## config.mk

```make
export PLATFORM = sky130hd
export DESIGN_NAME = aus_ctrl_status
export DESIGN_NICKNAME = d
export VERILOG_FILES = /design/src/rtl/aus_pkg.sv /design/src/rtl/aus_ctrl_status.sv
export SDC_FILE = /design/constraint.sdc
export NUM_CORES = 1
export LEC_CHECK = 0
export BUFFER_PORTS_ARGS = -buffer_cell sky130_fd_sc_hd__buf_2
export CORE_AREA = 4 4 146 254
export DETAILED_ROUTE_END_ITERATION = 8
export DIE_AREA = 0 0 150 258
export PLACE_DENSITY = 0.62
export SKIP_CTS_REPAIR_TIMING = 1
export SYNTH_ARGS = -nofsm -noshare
export SYNTH_HDL_FRONTEND = slang
export SYNTH_SLANG_ARGS = --single-unit
```

## constraint.sdc

```tcl
create_clock -name CORE_CLK -period 3.86 [get_ports CORE_CLK]
set_input_delay 0.193 -clock CORE_CLK [delete_from_list [all_inputs] [get_ports CORE_CLK]]
set_output_delay 0.193 -clock CORE_CLK [all_outputs]
set_load 0.05 [all_outputs]
```

## src/rtl/aus_pkg.sv

```systemverilog
package aus_pkg;

  // Register byte offsets on the bus.
  localparam logic [7:0] ADR_STATUS   = 8'h00;
  localparam logic [7:0] ADR_CONTROL  = 8'h04;
  localparam logic [7:0] ADR_IRQ_STAT = 8'h08;
  localparam logic [7:0] ADR_IRQ_MASK = 8'h0c;

  // Status word field positions.
  localparam int ST_MINUS    = 15;
  localparam int ST_EQUAL    = 14;
  localparam int ST_LOG_OVF  = 13;
  localparam int ST_MATH_OVF = 12;
  localparam int ST_A1_OVF   = 9;
  localparam int ST_A1_GUARD = 5;
  localparam int ST_A0_OVF   = 4;
  localparam int ST_A0_GUARD = 0;

  // Clear-inhibit bit positions inside the three-bit field.
  localparam int CLR_Y  = 2;
  localparam int CLR_A1 = 1;
  localparam int CLR_A0 = 0;

  // Interrupt event bit positions.
  localparam int IRQ_A0_OVF = 0;
  localparam int IRQ_A1_OVF = 1;
  localparam int IRQ_PSG    = 2;
  localparam int IRQ_W      = 3;

  localparam logic [8:0]        CTL_RESET = 9'h000;
  localparam logic [IRQ_W-1:0]  IRQ_RESET = 3'h0;
  localparam logic [35:0]       SAT_POS   = 36'h0_7fff_ffff;
  localparam logic [35:0]       SAT_NEG   = 36'hf_8000_0000;

  typedef enum logic [1:0] {
    ALIGN_NONE = 2'b00,
    ALIGN_DIV4 = 2'b01,
    ALIGN_MUL4 = 2'b10,
    ALIGN_MUL2 = 2'b11
  } aus_align_t;

  // Arithmetic control register, laid out at its bit positions 8:0.
  typedef struct packed {
    logic       generator_reset_policy;
    logic       square_mode;
    logic [2:0] clear_inhibit_field;
    logic [1:0] saturation_disable_field;
    aus_align_t align;
  } aus_control_t;

  // Result of an arithmetic or bit manipulation operation.
  typedef struct packed {
    logic        wr;
    logic        acc;
    logic        use_product;
    logic [35:0] value;
    logic        logical_overflow;
    logic        math_overflow;
  } aus_op_t;

  // Plain data move into an accumulator half.
  typedef struct packed {
    logic        wr;
    logic        acc;
    logic        high;
    logic [15:0] data;
  } aus_move_t;

endpackage : aus_pkg

```

## src/rtl/aus_ctrl_status.sv

```systemverilog
`timescale 1ns/100ps
// Overview of operation
// - minus flag follows result bit 35
// - equal flag set when result all zero
// - separate logical and mathematical overflow flags
// - flags updated by arithmetic and bit units
// - status holds one overflow bit per accumulator
// - status mirrors accumulator guard bits 35:32
// - policy 0: interrupt-register write resets generator outside service
// - policy 1: interrupt-register write never resets generator
// - squaring mode copies y high load into x
// - clear-inhibit bits disable low-half clearing
// - saturation-disable bits turn off accumulator saturation
// - alignment 00 plain, 01 quarter, 10 times four
// - alignment 11 shifts product left one
// - control register bits 15:9 read zero
// - reset clears the whole control register
// - data moves into accumulators leave flags alone
module aus_ctrl_status (
  // Clock and reset
  input  wire logic                  CORE_CLK,
  input  wire logic                  SYS_RST,
  // Wishbone slave
  input  wire logic [7:0]            WB_ADR_I,
  input  wire logic [31:0]           WB_DAT_I,
  input  wire logic [3:0]            WB_SEL_I,
  input  wire logic                  WB_WE_I,
  input  wire logic                  WB_CYC_I,
  input  wire logic                  WB_STB_I,
  output logic      [31:0]           WB_DAT_O,
  output logic                       WB_ACK_O,
  // Operation results from the arithmetic and bit manipulation units
  input  wire aus_pkg::aus_op_t      DAU_OP,
  input  wire aus_pkg::aus_op_t      BMU_OP,
  input  wire logic [31:0]           PRODUCT,
  // Data moves into accumulators and operands
  input  wire aus_pkg::aus_move_t    ACC_MOVE,
  input  wire logic [15:0]           OPND_DATA,
  input  wire logic                  X_WR,
  input  wire logic                  Y_HI_WR,
  input  wire logic                  Y_LO_WR,
  // Generator reset control
  input  wire logic                  PI_WR,
  input  wire logic                  IN_ISR,
  output logic                       PSG_RESET,
  // Operand and accumulator views
  output logic      [15:0]           X_OPERAND,
  output logic      [31:0]           Y_OPERAND,
  output logic      [35:0]           ACC0_OUT,
  output logic      [35:0]           ACC1_OUT,
  // Interrupt
  output logic                       IRQ
);

  aus_pkg::aus_control_t ctl;
  logic [35:0]           acc [2];
  logic [35:0]           next_acc [2];
  logic [1:0]            acc_ovf;
  logic [1:0]            next_acc_ovf;
  logic [3:0]            flags;
  logic [3:0]            next_flags;
  logic [aus_pkg::IRQ_W-1:0] irq_stat;
  logic [aus_pkg::IRQ_W-1:0] irq_mask;
  logic [aus_pkg::IRQ_W-1:0] irq_evt;
  logic [15:0]           status_word;
  logic                  wb_hit;
  logic                  wr_status;
  logic                  wr_lo;
  logic                  wr_hi;
  logic                  psg_fire;
  aus_pkg::aus_op_t      op;

  function automatic logic [35:0] align_product(input logic [31:0] p,
                                                input aus_pkg::aus_align_t a);
    logic [35:0] p36;
    p36 = {{4{p[31]}}, p};
    unique case (a)
      aus_pkg::ALIGN_NONE: align_product = p36;
      aus_pkg::ALIGN_DIV4: align_product = {{2{p36[35]}}, p36[35:2]};
      aus_pkg::ALIGN_MUL4: align_product = {p36[33:0], 2'b00};
      aus_pkg::ALIGN_MUL2: align_product = {p36[34:0], 1'b0};
    endcase
  endfunction : align_product

  // An accumulator has overflowed when its guard bits disagree with bit 31.
  function automatic logic [35:0] saturate(input logic [35:0] v, input logic dis);
    if (!dis && !((&v[35:31]) || !(|v[35:31]))) begin
      saturate = v[35] ? aus_pkg::SAT_NEG : aus_pkg::SAT_POS;
    end else begin
      saturate = v;
    end
  endfunction : saturate

  // Bus decode; ack comes one cycle after the request and drops the next.
  assign wb_hit    = WB_CYC_I && WB_STB_I && !WB_ACK_O;
  assign wr_lo     = wb_hit && WB_WE_I && WB_SEL_I[0];
  assign wr_hi     = wb_hit && WB_WE_I && WB_SEL_I[1];
  assign wr_status = (wr_lo || wr_hi) && (WB_ADR_I == aus_pkg::ADR_STATUS);

  always_ff @(posedge CORE_CLK) begin
    if (SYS_RST) begin
      WB_ACK_O <= 1'b0;
    end else begin
      WB_ACK_O <= wb_hit;
    end
  end

  assign status_word = {flags, 2'b00,
                        acc_ovf[1], acc[1][35:32],
                        acc_ovf[0], acc[0][35:32]};

  always_ff @(posedge CORE_CLK) begin
    if (SYS_RST) begin
      WB_DAT_O <= 32'h0000_0000;
    end else if (wb_hit && !WB_WE_I) begin
      unique case (WB_ADR_I)
        aus_pkg::ADR_STATUS:   WB_DAT_O <= {16'h0000, status_word};
        aus_pkg::ADR_CONTROL:  WB_DAT_O <= {23'h00_0000, ctl};
        aus_pkg::ADR_IRQ_STAT: WB_DAT_O <= {29'h0000_0000, irq_stat};
        aus_pkg::ADR_IRQ_MASK: WB_DAT_O <= {29'h0000_0000, irq_mask};
        default:               WB_DAT_O <= 32'h0000_0000;
      endcase
    end
  end

  // Control register; bits above 8 are not stored, so they read zero.
  always_ff @(posedge CORE_CLK) begin
    if (SYS_RST) begin
      ctl <= aus_pkg::CTL_RESET;
    end else if (WB_ADR_I == aus_pkg::ADR_CONTROL) begin
      if (wr_lo) begin
        ctl[7:0] <= WB_DAT_I[7:0];
      end
      if (wr_hi) begin
        ctl[8] <= WB_DAT_I[8];
      end
    end
  end

  // The arithmetic unit has priority; if both units finish together, the bit unit result is dropped.
  always_comb begin
    op = DAU_OP.wr ? DAU_OP : BMU_OP;
    if (DAU_OP.wr && DAU_OP.use_product) begin
      op.value = align_product(PRODUCT, ctl.align);
    end
  end

  always_comb begin
    next_flags = flags;
    if (wr_status && wr_hi) begin
      next_flags = WB_DAT_I[15:12];
    end
    if (op.wr) begin
      next_flags[aus_pkg::ST_MINUS-12]    = op.value[35];
      next_flags[aus_pkg::ST_EQUAL-12]    = (op.value == 36'h0_0000_0000);
      next_flags[aus_pkg::ST_LOG_OVF-12]  = op.logical_overflow;
      next_flags[aus_pkg::ST_MATH_OVF-12] = op.math_overflow;
    end
  end

  always_ff @(posedge CORE_CLK) begin
    if (SYS_RST) begin
      flags <= 4'h0;
    end else begin
      flags <= next_flags;
    end
  end

  // Per accumulator: operation beats move, move beats a status write.
  always_comb begin
    for (int i = 0; i < 2; i++) begin
      next_acc[i]     = acc[i];
      next_acc_ovf[i] = acc_ovf[i];
      if (wr_status && wr_lo) begin
        next_acc[i][35:32] = (i == 1) ? WB_DAT_I[8:5] : WB_DAT_I[3:0];
        next_acc_ovf[i]    = (i == 1) ? WB_DAT_I[9] : WB_DAT_I[4];
      end
      if (ACC_MOVE.wr && (int'(ACC_MOVE.acc) == i)) begin
        if (ACC_MOVE.high) begin
          next_acc[i][35:16] = {{4{ACC_MOVE.data[15]}}, ACC_MOVE.data};
          if (!ctl.clear_inhibit_field[i]) begin
            next_acc[i][15:0] = 16'h0000;
          end
        end else begin
          next_acc[i][15:0] = ACC_MOVE.data;
        end
      end
      if (op.wr && (int'(op.acc) == i)) begin
        next_acc[i]     = op.value;
        next_acc_ovf[i] = op.math_overflow;
      end
    end
  end

  always_ff @(posedge CORE_CLK) begin
    if (SYS_RST) begin
      acc[0]  <= 36'h0_0000_0000;
      acc[1]  <= 36'h0_0000_0000;
      acc_ovf <= 2'b00;
    end else begin
      acc[0]  <= next_acc[0];
      acc[1]  <= next_acc[1];
      acc_ovf <= next_acc_ovf;
    end
  end

  // Saturation is applied on the way out, so the stored value keeps its
  // guard bits and the status word still shows the true overflow.
  always_ff @(posedge CORE_CLK) begin
    if (SYS_RST) begin
      ACC0_OUT <= 36'h0_0000_0000;
      ACC1_OUT <= 36'h0_0000_0000;
    end else begin
      ACC0_OUT <= saturate(acc[0], ctl.saturation_disable_field[0]);
      ACC1_OUT <= saturate(acc[1], ctl.saturation_disable_field[1]);
    end
  end

  always_ff @(posedge CORE_CLK) begin
    if (SYS_RST) begin
      X_OPERAND <= 16'h0000;
    end else if (Y_HI_WR && ctl.square_mode) begin
      X_OPERAND <= OPND_DATA;
    end else if (X_WR) begin
      X_OPERAND <= OPND_DATA;
    end
  end

  always_ff @(posedge CORE_CLK) begin
    if (SYS_RST) begin
      Y_OPERAND <= 32'h0000_0000;
    end else if (Y_HI_WR) begin
      Y_OPERAND[31:16] <= OPND_DATA;
      if (!ctl.clear_inhibit_field[aus_pkg::CLR_Y]) begin
        Y_OPERAND[15:0] <= 16'h0000;
      end
    end else if (Y_LO_WR) begin
      Y_OPERAND[15:0] <= OPND_DATA;
    end
  end

  assign psg_fire = PI_WR && !ctl.generator_reset_policy && !IN_ISR;

  always_ff @(posedge CORE_CLK) begin
    if (SYS_RST) begin
      PSG_RESET <= 1'b0;
    end else begin
      PSG_RESET <= psg_fire;
    end
  end

  // Overflow events fire only when the bit goes from clear to set.
  assign irq_evt[aus_pkg::IRQ_A0_OVF] = next_acc_ovf[0] && !acc_ovf[0];
  assign irq_evt[aus_pkg::IRQ_A1_OVF] = next_acc_ovf[1] && !acc_ovf[1];
  assign irq_evt[aus_pkg::IRQ_PSG]    = psg_fire;

  // A new event in the clearing cycle wins over the write-one clear.
  always_ff @(posedge CORE_CLK) begin
    if (SYS_RST) begin
      irq_stat <= aus_pkg::IRQ_RESET;
    end else if (wr_lo && (WB_ADR_I == aus_pkg::ADR_IRQ_STAT)) begin
      irq_stat <= (irq_stat & ~WB_DAT_I[aus_pkg::IRQ_W-1:0]) | irq_evt;
    end else begin
      irq_stat <= irq_stat | irq_evt;
    end
  end

  always_ff @(posedge CORE_CLK) begin
    if (SYS_RST) begin
      irq_mask <= aus_pkg::IRQ_RESET;
    end else if (wr_lo && (WB_ADR_I == aus_pkg::ADR_IRQ_MASK)) begin
      irq_mask <= WB_DAT_I[aus_pkg::IRQ_W-1:0];
    end
  end

  assign IRQ = |(irq_stat & irq_mask);

endmodule : aus_ctrl_status

```

==> results.json, run 1 <==
{
  "status": "complete, but fails checks",
  "violations": "negative hold slack",
  "hold_ws_ns": -0.0640,
  "synth-edff-count": 0,
  "drv_cap": 0,
  "p_comb_share_pct": 23.5,
  "final_util_pct": 37.8,
  "fin_worst_skew_ns": 0.0181,
  "syn_inst": 1083,
  "nets": 1584,
  "worstPathRequired_ns": 4.31,
  "avgViaCountPerCell": 5.17,
  "coreArea_mm2": 0.0351,
  "hp-class": "in2reg",
  "cts-htree-levels": 1,
  "cp_max_fo": 24,
  "relSlewSlack_pct": 18.0,
  "drive_gt1_share_pct": 32.3,
  "ctsLongestPathBuffers": 3,
  "worst-setup-path-type": "reg2reg",
  "gp_congestion": 0.955,
  "drtIter0Drc": 761,
  "dr_total_vias": 9643,
  "critPathArrivalTime_ns": 3.30,
  "yosysWarningCount": 0,
  "setup_viol_count_final": 0,
  "grt_pass1_wl_mm": 59.4,
  "grt_max_degree": 68,
  "antenna_found_initial": 3,
  "fill_cells": 3656,
  "tns_ns": 0,
  "ys_seq_area_share_pct": 44.2,
  "remaining_drc_errors": 0,
  "fmax_ghz": 0.350,
  "ys.flop_type": "dfxtp_1",
  "hold_viol_final": 2,
  "slew_viol_final": 0,
  "grt_usage_pct": 20.2,
  "synth-seq-cells": 229,
  "fp.dieW_um": 150,
  "ios": 358,
  "swShare_pct": 33.3,
  "drtPass1Iterations": 7,
  "die_y_um": 258,
  "setup_slack_ns": 1.00,
  "pwr-share-clk_pct": 34.4,
  "syn_avg_cell_area_um2": 9.58,
  "dieArea_mm2": 0.0387,
  "initial_core_util_pct": 29.6,
  "finalCritPeriodShare_pct": 74.0,
  "ant_nets": 0,
  "rsz0062_at_grt": "false",
  "yosysUniqueCellTypes": 58,
  "routedWlPerCell_um": 22.2,
  "cts_tree": "yes",
  "p_int_uw": 4210,
  "cts_root_buf": "clkbuf_16",
  "netSwitchingPower_uw": 2100,
  "start_kind": "flop",
  "fp-row-count": 91,
  "grt_pass1_vias": 9593,
  "p_per_area_mw_per_mm2": 476,
  "cts.sinks": 229,
  "netlist_area_mm2": 0.0104,
  "tightest_slew_ns": 1.23,
  "end_kind": "flop",
  "io_buffers": 318,
  "pwr-share-seq_pct": 42.1,
  "peakVddDrop_uv": 223,
  "clk_latency_ns": 0.52,
  "min_period_ns": 2.86,
  "synthArstFlopShare_pct": 0,
  "wirelength_mm": 41.4,
  "cts_buffers": 22,
  "globalRoute.totalOverflow": 0,
  "clkSlewWorstSetupHoldPaths_ns": 0.07,
  "total_leakage_power_uw": 0.00560,
  "dpl.hpwl_mm": 32.6,
  "dp_slack_ns": 0.981,
  "area_growth_pct": 27.7
}
## synthesized netlist by cell type (all sizes together) (31+ instances only)
cell / count / area, um2
buf: 57 / 359
mux2: 41 / 462
nor2: 190 / 716
a21oi: 46 / 230
nand2: 65 / 244
a222oi: 32 / 320
a211oi: 43 / 328
mux2i: 81 / 811
a22oi: 31 / 233
dfxtp: 229 / 4580
clkbuf: 45 / 169
o21a: 63 / 473
## cells by family (layout without fill, tap and decap cells)
| kind of cell | Yosys count | after routing | synth area share, % |
|---|---|---|---|
| other | 1 | 22 | 0.0361 |
| AOI/OAI and AO/OA | 270 | 270 | 19.1 |
| and+or+nand+nor | 322 | 322 | 13.7 |
| muxes | 145 | 145 | 17.4 |
| buffers and inverters | 116 | 412 | 5.59 |
| DFF | 229 | 229 | 44.2 |
## worst paths after layout
check / startpoint / to / slack (ns) / cells past startpoint
worst min-delay path: WB_DAT_I[3] / ctl[3] / -0.06 / 3
worst max register to register: ctl[0] / flags[2] / 1.00 / 6
worst max-delay path: ctl[0] / flags[2] / 1.00 / 6
worst min register to register: X_OPERAND[1] / X_OPERAND[1] / 0.45 / 2
## area by class of cell
type	instances	area (um2)	share of cell area, %
Inverter	14	52.6	0.397
Multi-Input combinational cell	755	5330	40.2
Tap cell	465	582	4.39
Clock buffer	28	624	4.71
Sequential cell	229	4590	34.6
Clock inverter	11	93.8	0.708
Timing Repair Buffer	359	1970	14.9
Antenna cell	4	10.0	0.0755
## metal layers
layer	vias up	global-route usage, %	wire, um
li1	4534	-	-
met1	4577	20.8	14400
met2	455	38.9	22500
met3	75	3.09	2640
met4	2	9.59	1810
met5	-	0	13
## cell usage in the layout (no fill, tap or decap), drive strengths merged, types with 7 or more instances in the layout
master,n
dfxtp,229
clkinv,7
nor2b,8
o21ai,22
a21oi,46
a222oi,32
a211oi,43
a22oi,31
mux4,23
inv,16
mux2,41
nand3,10
dlygate4sd3,23
nor2,190
o21a,63
clkbuf,28
nand2,65
nor4,13
nor3,7
buf,336
conb,18
mux2i,81
## registers in the layout, summed over array words and instances (netlist names)
register	count
ACC0_OUT	36
ACC1_OUT	36
PSG_RESET	1
WB_ACK_O	1
WB_DAT_O	14
X_OPERAND	16
Y_OPERAND	32
acc	72
acc_ovf	2
ctl	9
flags	4
irq_mask	3
irq_stat	3
## critical path, stage by stage (launching register included)
cell     delay (ns)
dfxtp_2        0.87
mux4_1         0.70
nor4b_1        0.64
nand4_1        0.16
nand3_1        0.14
nand4_1        0.10
o21ai_1        0.15
## per-stage QoR
| stage | area (um2) | std cells | total power [uW] |
|---|---|---|---|
| final | 13300 | 1865 | 6310 |
| after global routing | 13200 | 1863 | 6550 |
| after CTS | 13000 | 1838 | 6370 |
| after detailed placement | 12300 | 1799 | 4180 |
| after global placement | 12300 | 1799 | 4170 |
| after floorplan | 10400 | 1100 | 3690 |
## power groups by stage
stage	logic, uW	registers (uW)	clock network, uW
after CTS	1470	2660	2230
after global routing	1570	2680	2310
after detailed placement	1470	2720	0
final	1480	2660	2170
after global placement	1460	2710	0
after floorplan	557	3130	0
No activity file was read; power rests on OpenSTA's default activity.
==> run 2, diff against run 1 <==
- PLACE_DENSITY: 0.62 -> 0.64
- clock period: 3.86 -> 2.45 ns (I/O delays scaled with it)
==> results.json, run 2 (synthesis gave the netlist of run 1 again) <==
{
  "status": "complete, but fails checks",
  "violations": "negative hold slack",
  "ios": 358,
  "largest_reg_flops": 72,
  "fin_worst_skew_ns": 0.0185,
  "drv_cap": 0,
  "io_buffers": 318,
  "ant_nets": 0,
  "drive_gt1_share_pct": 33.7,
  "p_comb_share_pct": 23.5,
  "fp-row-count": 91,
  "tightest_slew_ns": 1.18,
  "fin_cells": 1906,
  "relSlewSlack_pct": 20.7,
  "hp-class": "in2reg",
  "pwr-share-clk_pct": 35.7,
  "setup_slack_ns": 0.224,
  "p_per_area_mw_per_mm2": 746,
  "grt_usage_pct": 20.4,
  "grt_max_degree": 163,
  "routedWlPerCell_um": 21.9,
  "cts_root_buf": "clkbuf_16",
  "cts_buffers": 22,
  "layout_common_cells": "buf_2 (317), dfxtp_1 (228), nor2_1 (187), mux2i_1 (81), nand2_1 (65)",
  "top_regs": "acc x72, ACC0_OUT x36, ACC1_OUT x36",
  "clkSlewWorstSetupHoldPaths_ns": 0.06,
  "finalCritPeriodShare_pct": 90.9,
  "cts-htree-levels": 1,
  "antenna_found_initial": 4,
  "area_growth_pct": 32.3,
  "hold_viol_final": 2,
  "worstHoldEndpoint": "flags[2]",
  "timing.reg2reg.setup_slack_ns": 0.22,
  "end_kind": "flop",
  "rsz0062_at_grt": "false",
  "post-place-cells": 1831,
  "start_kind": "flop",
  "final_common_cell": "buf_2",
  "dp_slack_ns": 0.111,
  "avgViaCountPerCell": 5.13,
  "clk_latency_ns": 0.52,
  "cts_tree": "yes",
  "swShare_pct": 32.6,
  "peakVddDrop_uv": 323,
  "r2r_start": "ctl[0]",
  "coreArea_mm2": 0.0351,
  "dieArea_mm2": 0.0387,
  "netSwitchingPower_uw": 3340,
  "wirelength_mm": 41.8,
  "initial_core_util_pct": 29.6,
  "top_register": "acc",
  "tns_ns": 0,
  "worstPathRequired_ns": 2.81,
  "grt_pass1_vias": 9675,
  "fmax_ghz": 0.449,
  "setup_viol_count_final": 0,
  "nets": 1626,
  "globalRoute.totalOverflow": 0,
  "critPathArrivalTime_ns": 2.59,
  "total_leakage_power_uw": 0.00585,
  "worst-setup-path-type": "reg2reg",
  "cp_max_fo": 14,
  "hold_ws_ns": -0.0148,
  "drtPass1Iterations": 6,
  "remaining_drc_errors": 0,
  "r2r-end": "acc[0][56]",
  "pwr-share-seq_pct": 40.8,
  "p_int_uw": 6910,
  "grt_pass1_wl_mm": 59.8,
  "drtIter0Drc": 815,
  "whs_path_depth": 4,
  "hp-start": "BMU_OP[30]",
  "dpl.hpwl_mm": 32.6,
  "ctsLongestPathBuffers": 3,
  "slew_viol_final": 0,
  "cts.sinks": 229,
  "worstRegToRegCells": 7,
  "dr_total_vias": 9772,
  "fp.dieW_um": 150,
  "die_y_um": 258,
  "min_period_ns": 2.23,
  "gp_congestion": 0.899
}
[run 2: worst max-delay path, stage by stage (launching register included)]
cell	delay, ns
dfxtp_4	0.46
buf_12	0.19
buf_4	0.21
mux4_2	0.51
nor2_1	0.12
a2bb2oi_1	0.29
buf_4	0.20
a211oi_1	0.07
[run 2: stage by stage]
stage	utilization [%]	instance area, um2	total power, uW
after floorplan	-	10400	5810
after global placement	36.0	12600	6630
after detailed placement	36.0	12600	6640
after CTS	38.2	13400	10300
after global routing	39.1	13700	10600
final	39.1	13700	10200
[run 2: worst max path at each step]
stage,start,end,slack (ns),cells after the start
2_1_floorplan,WB_ACK_O,irq_stat[0],0.34,8
3_3_place_gp,ctl[0],acc[0][20],0.14,7
3_5_place_dp,ctl[0],acc[0][56],0.11,7
4_1_cts,ctl[0],acc[0][56],0.09,7
5_1_grt,ctl[0],acc[0][20],0.07,7
6_report,ctl[0],acc[0][56],0.22,7
[run 2: area by class of cell]
cell class	count	area, um2
clock inverter	13	156
sequential	229	4590
fill	3555	21300
multi-input combinational	755	5310
inverter	14	52.6
tap	465	582
clock buffer	27	621
timing repair buffer	401	2410
antenna	2	5.00
[run 2: layer usage]
metal / vias to the layer above / wire [um] / global-route usage, %
met5: - / 21 / 0
met4: 4 / 2080 / 9.72
met3: 81 / 2770 / 3.05
met2: 425 / 22300 / 39.0
met1: 4640 / 14600 / 21.4
li1: 4622 / - / -
[run 2: power groups by stage]
stage,combinational [uW],clock (uW),sequential [uW]
floorplan,877,0,4930
global placement,2360,0,4260
detailed placement,2370,0,4270
CTS,2380,3740,4190
global route,2540,3870,4210
finish,2410,3650,4180
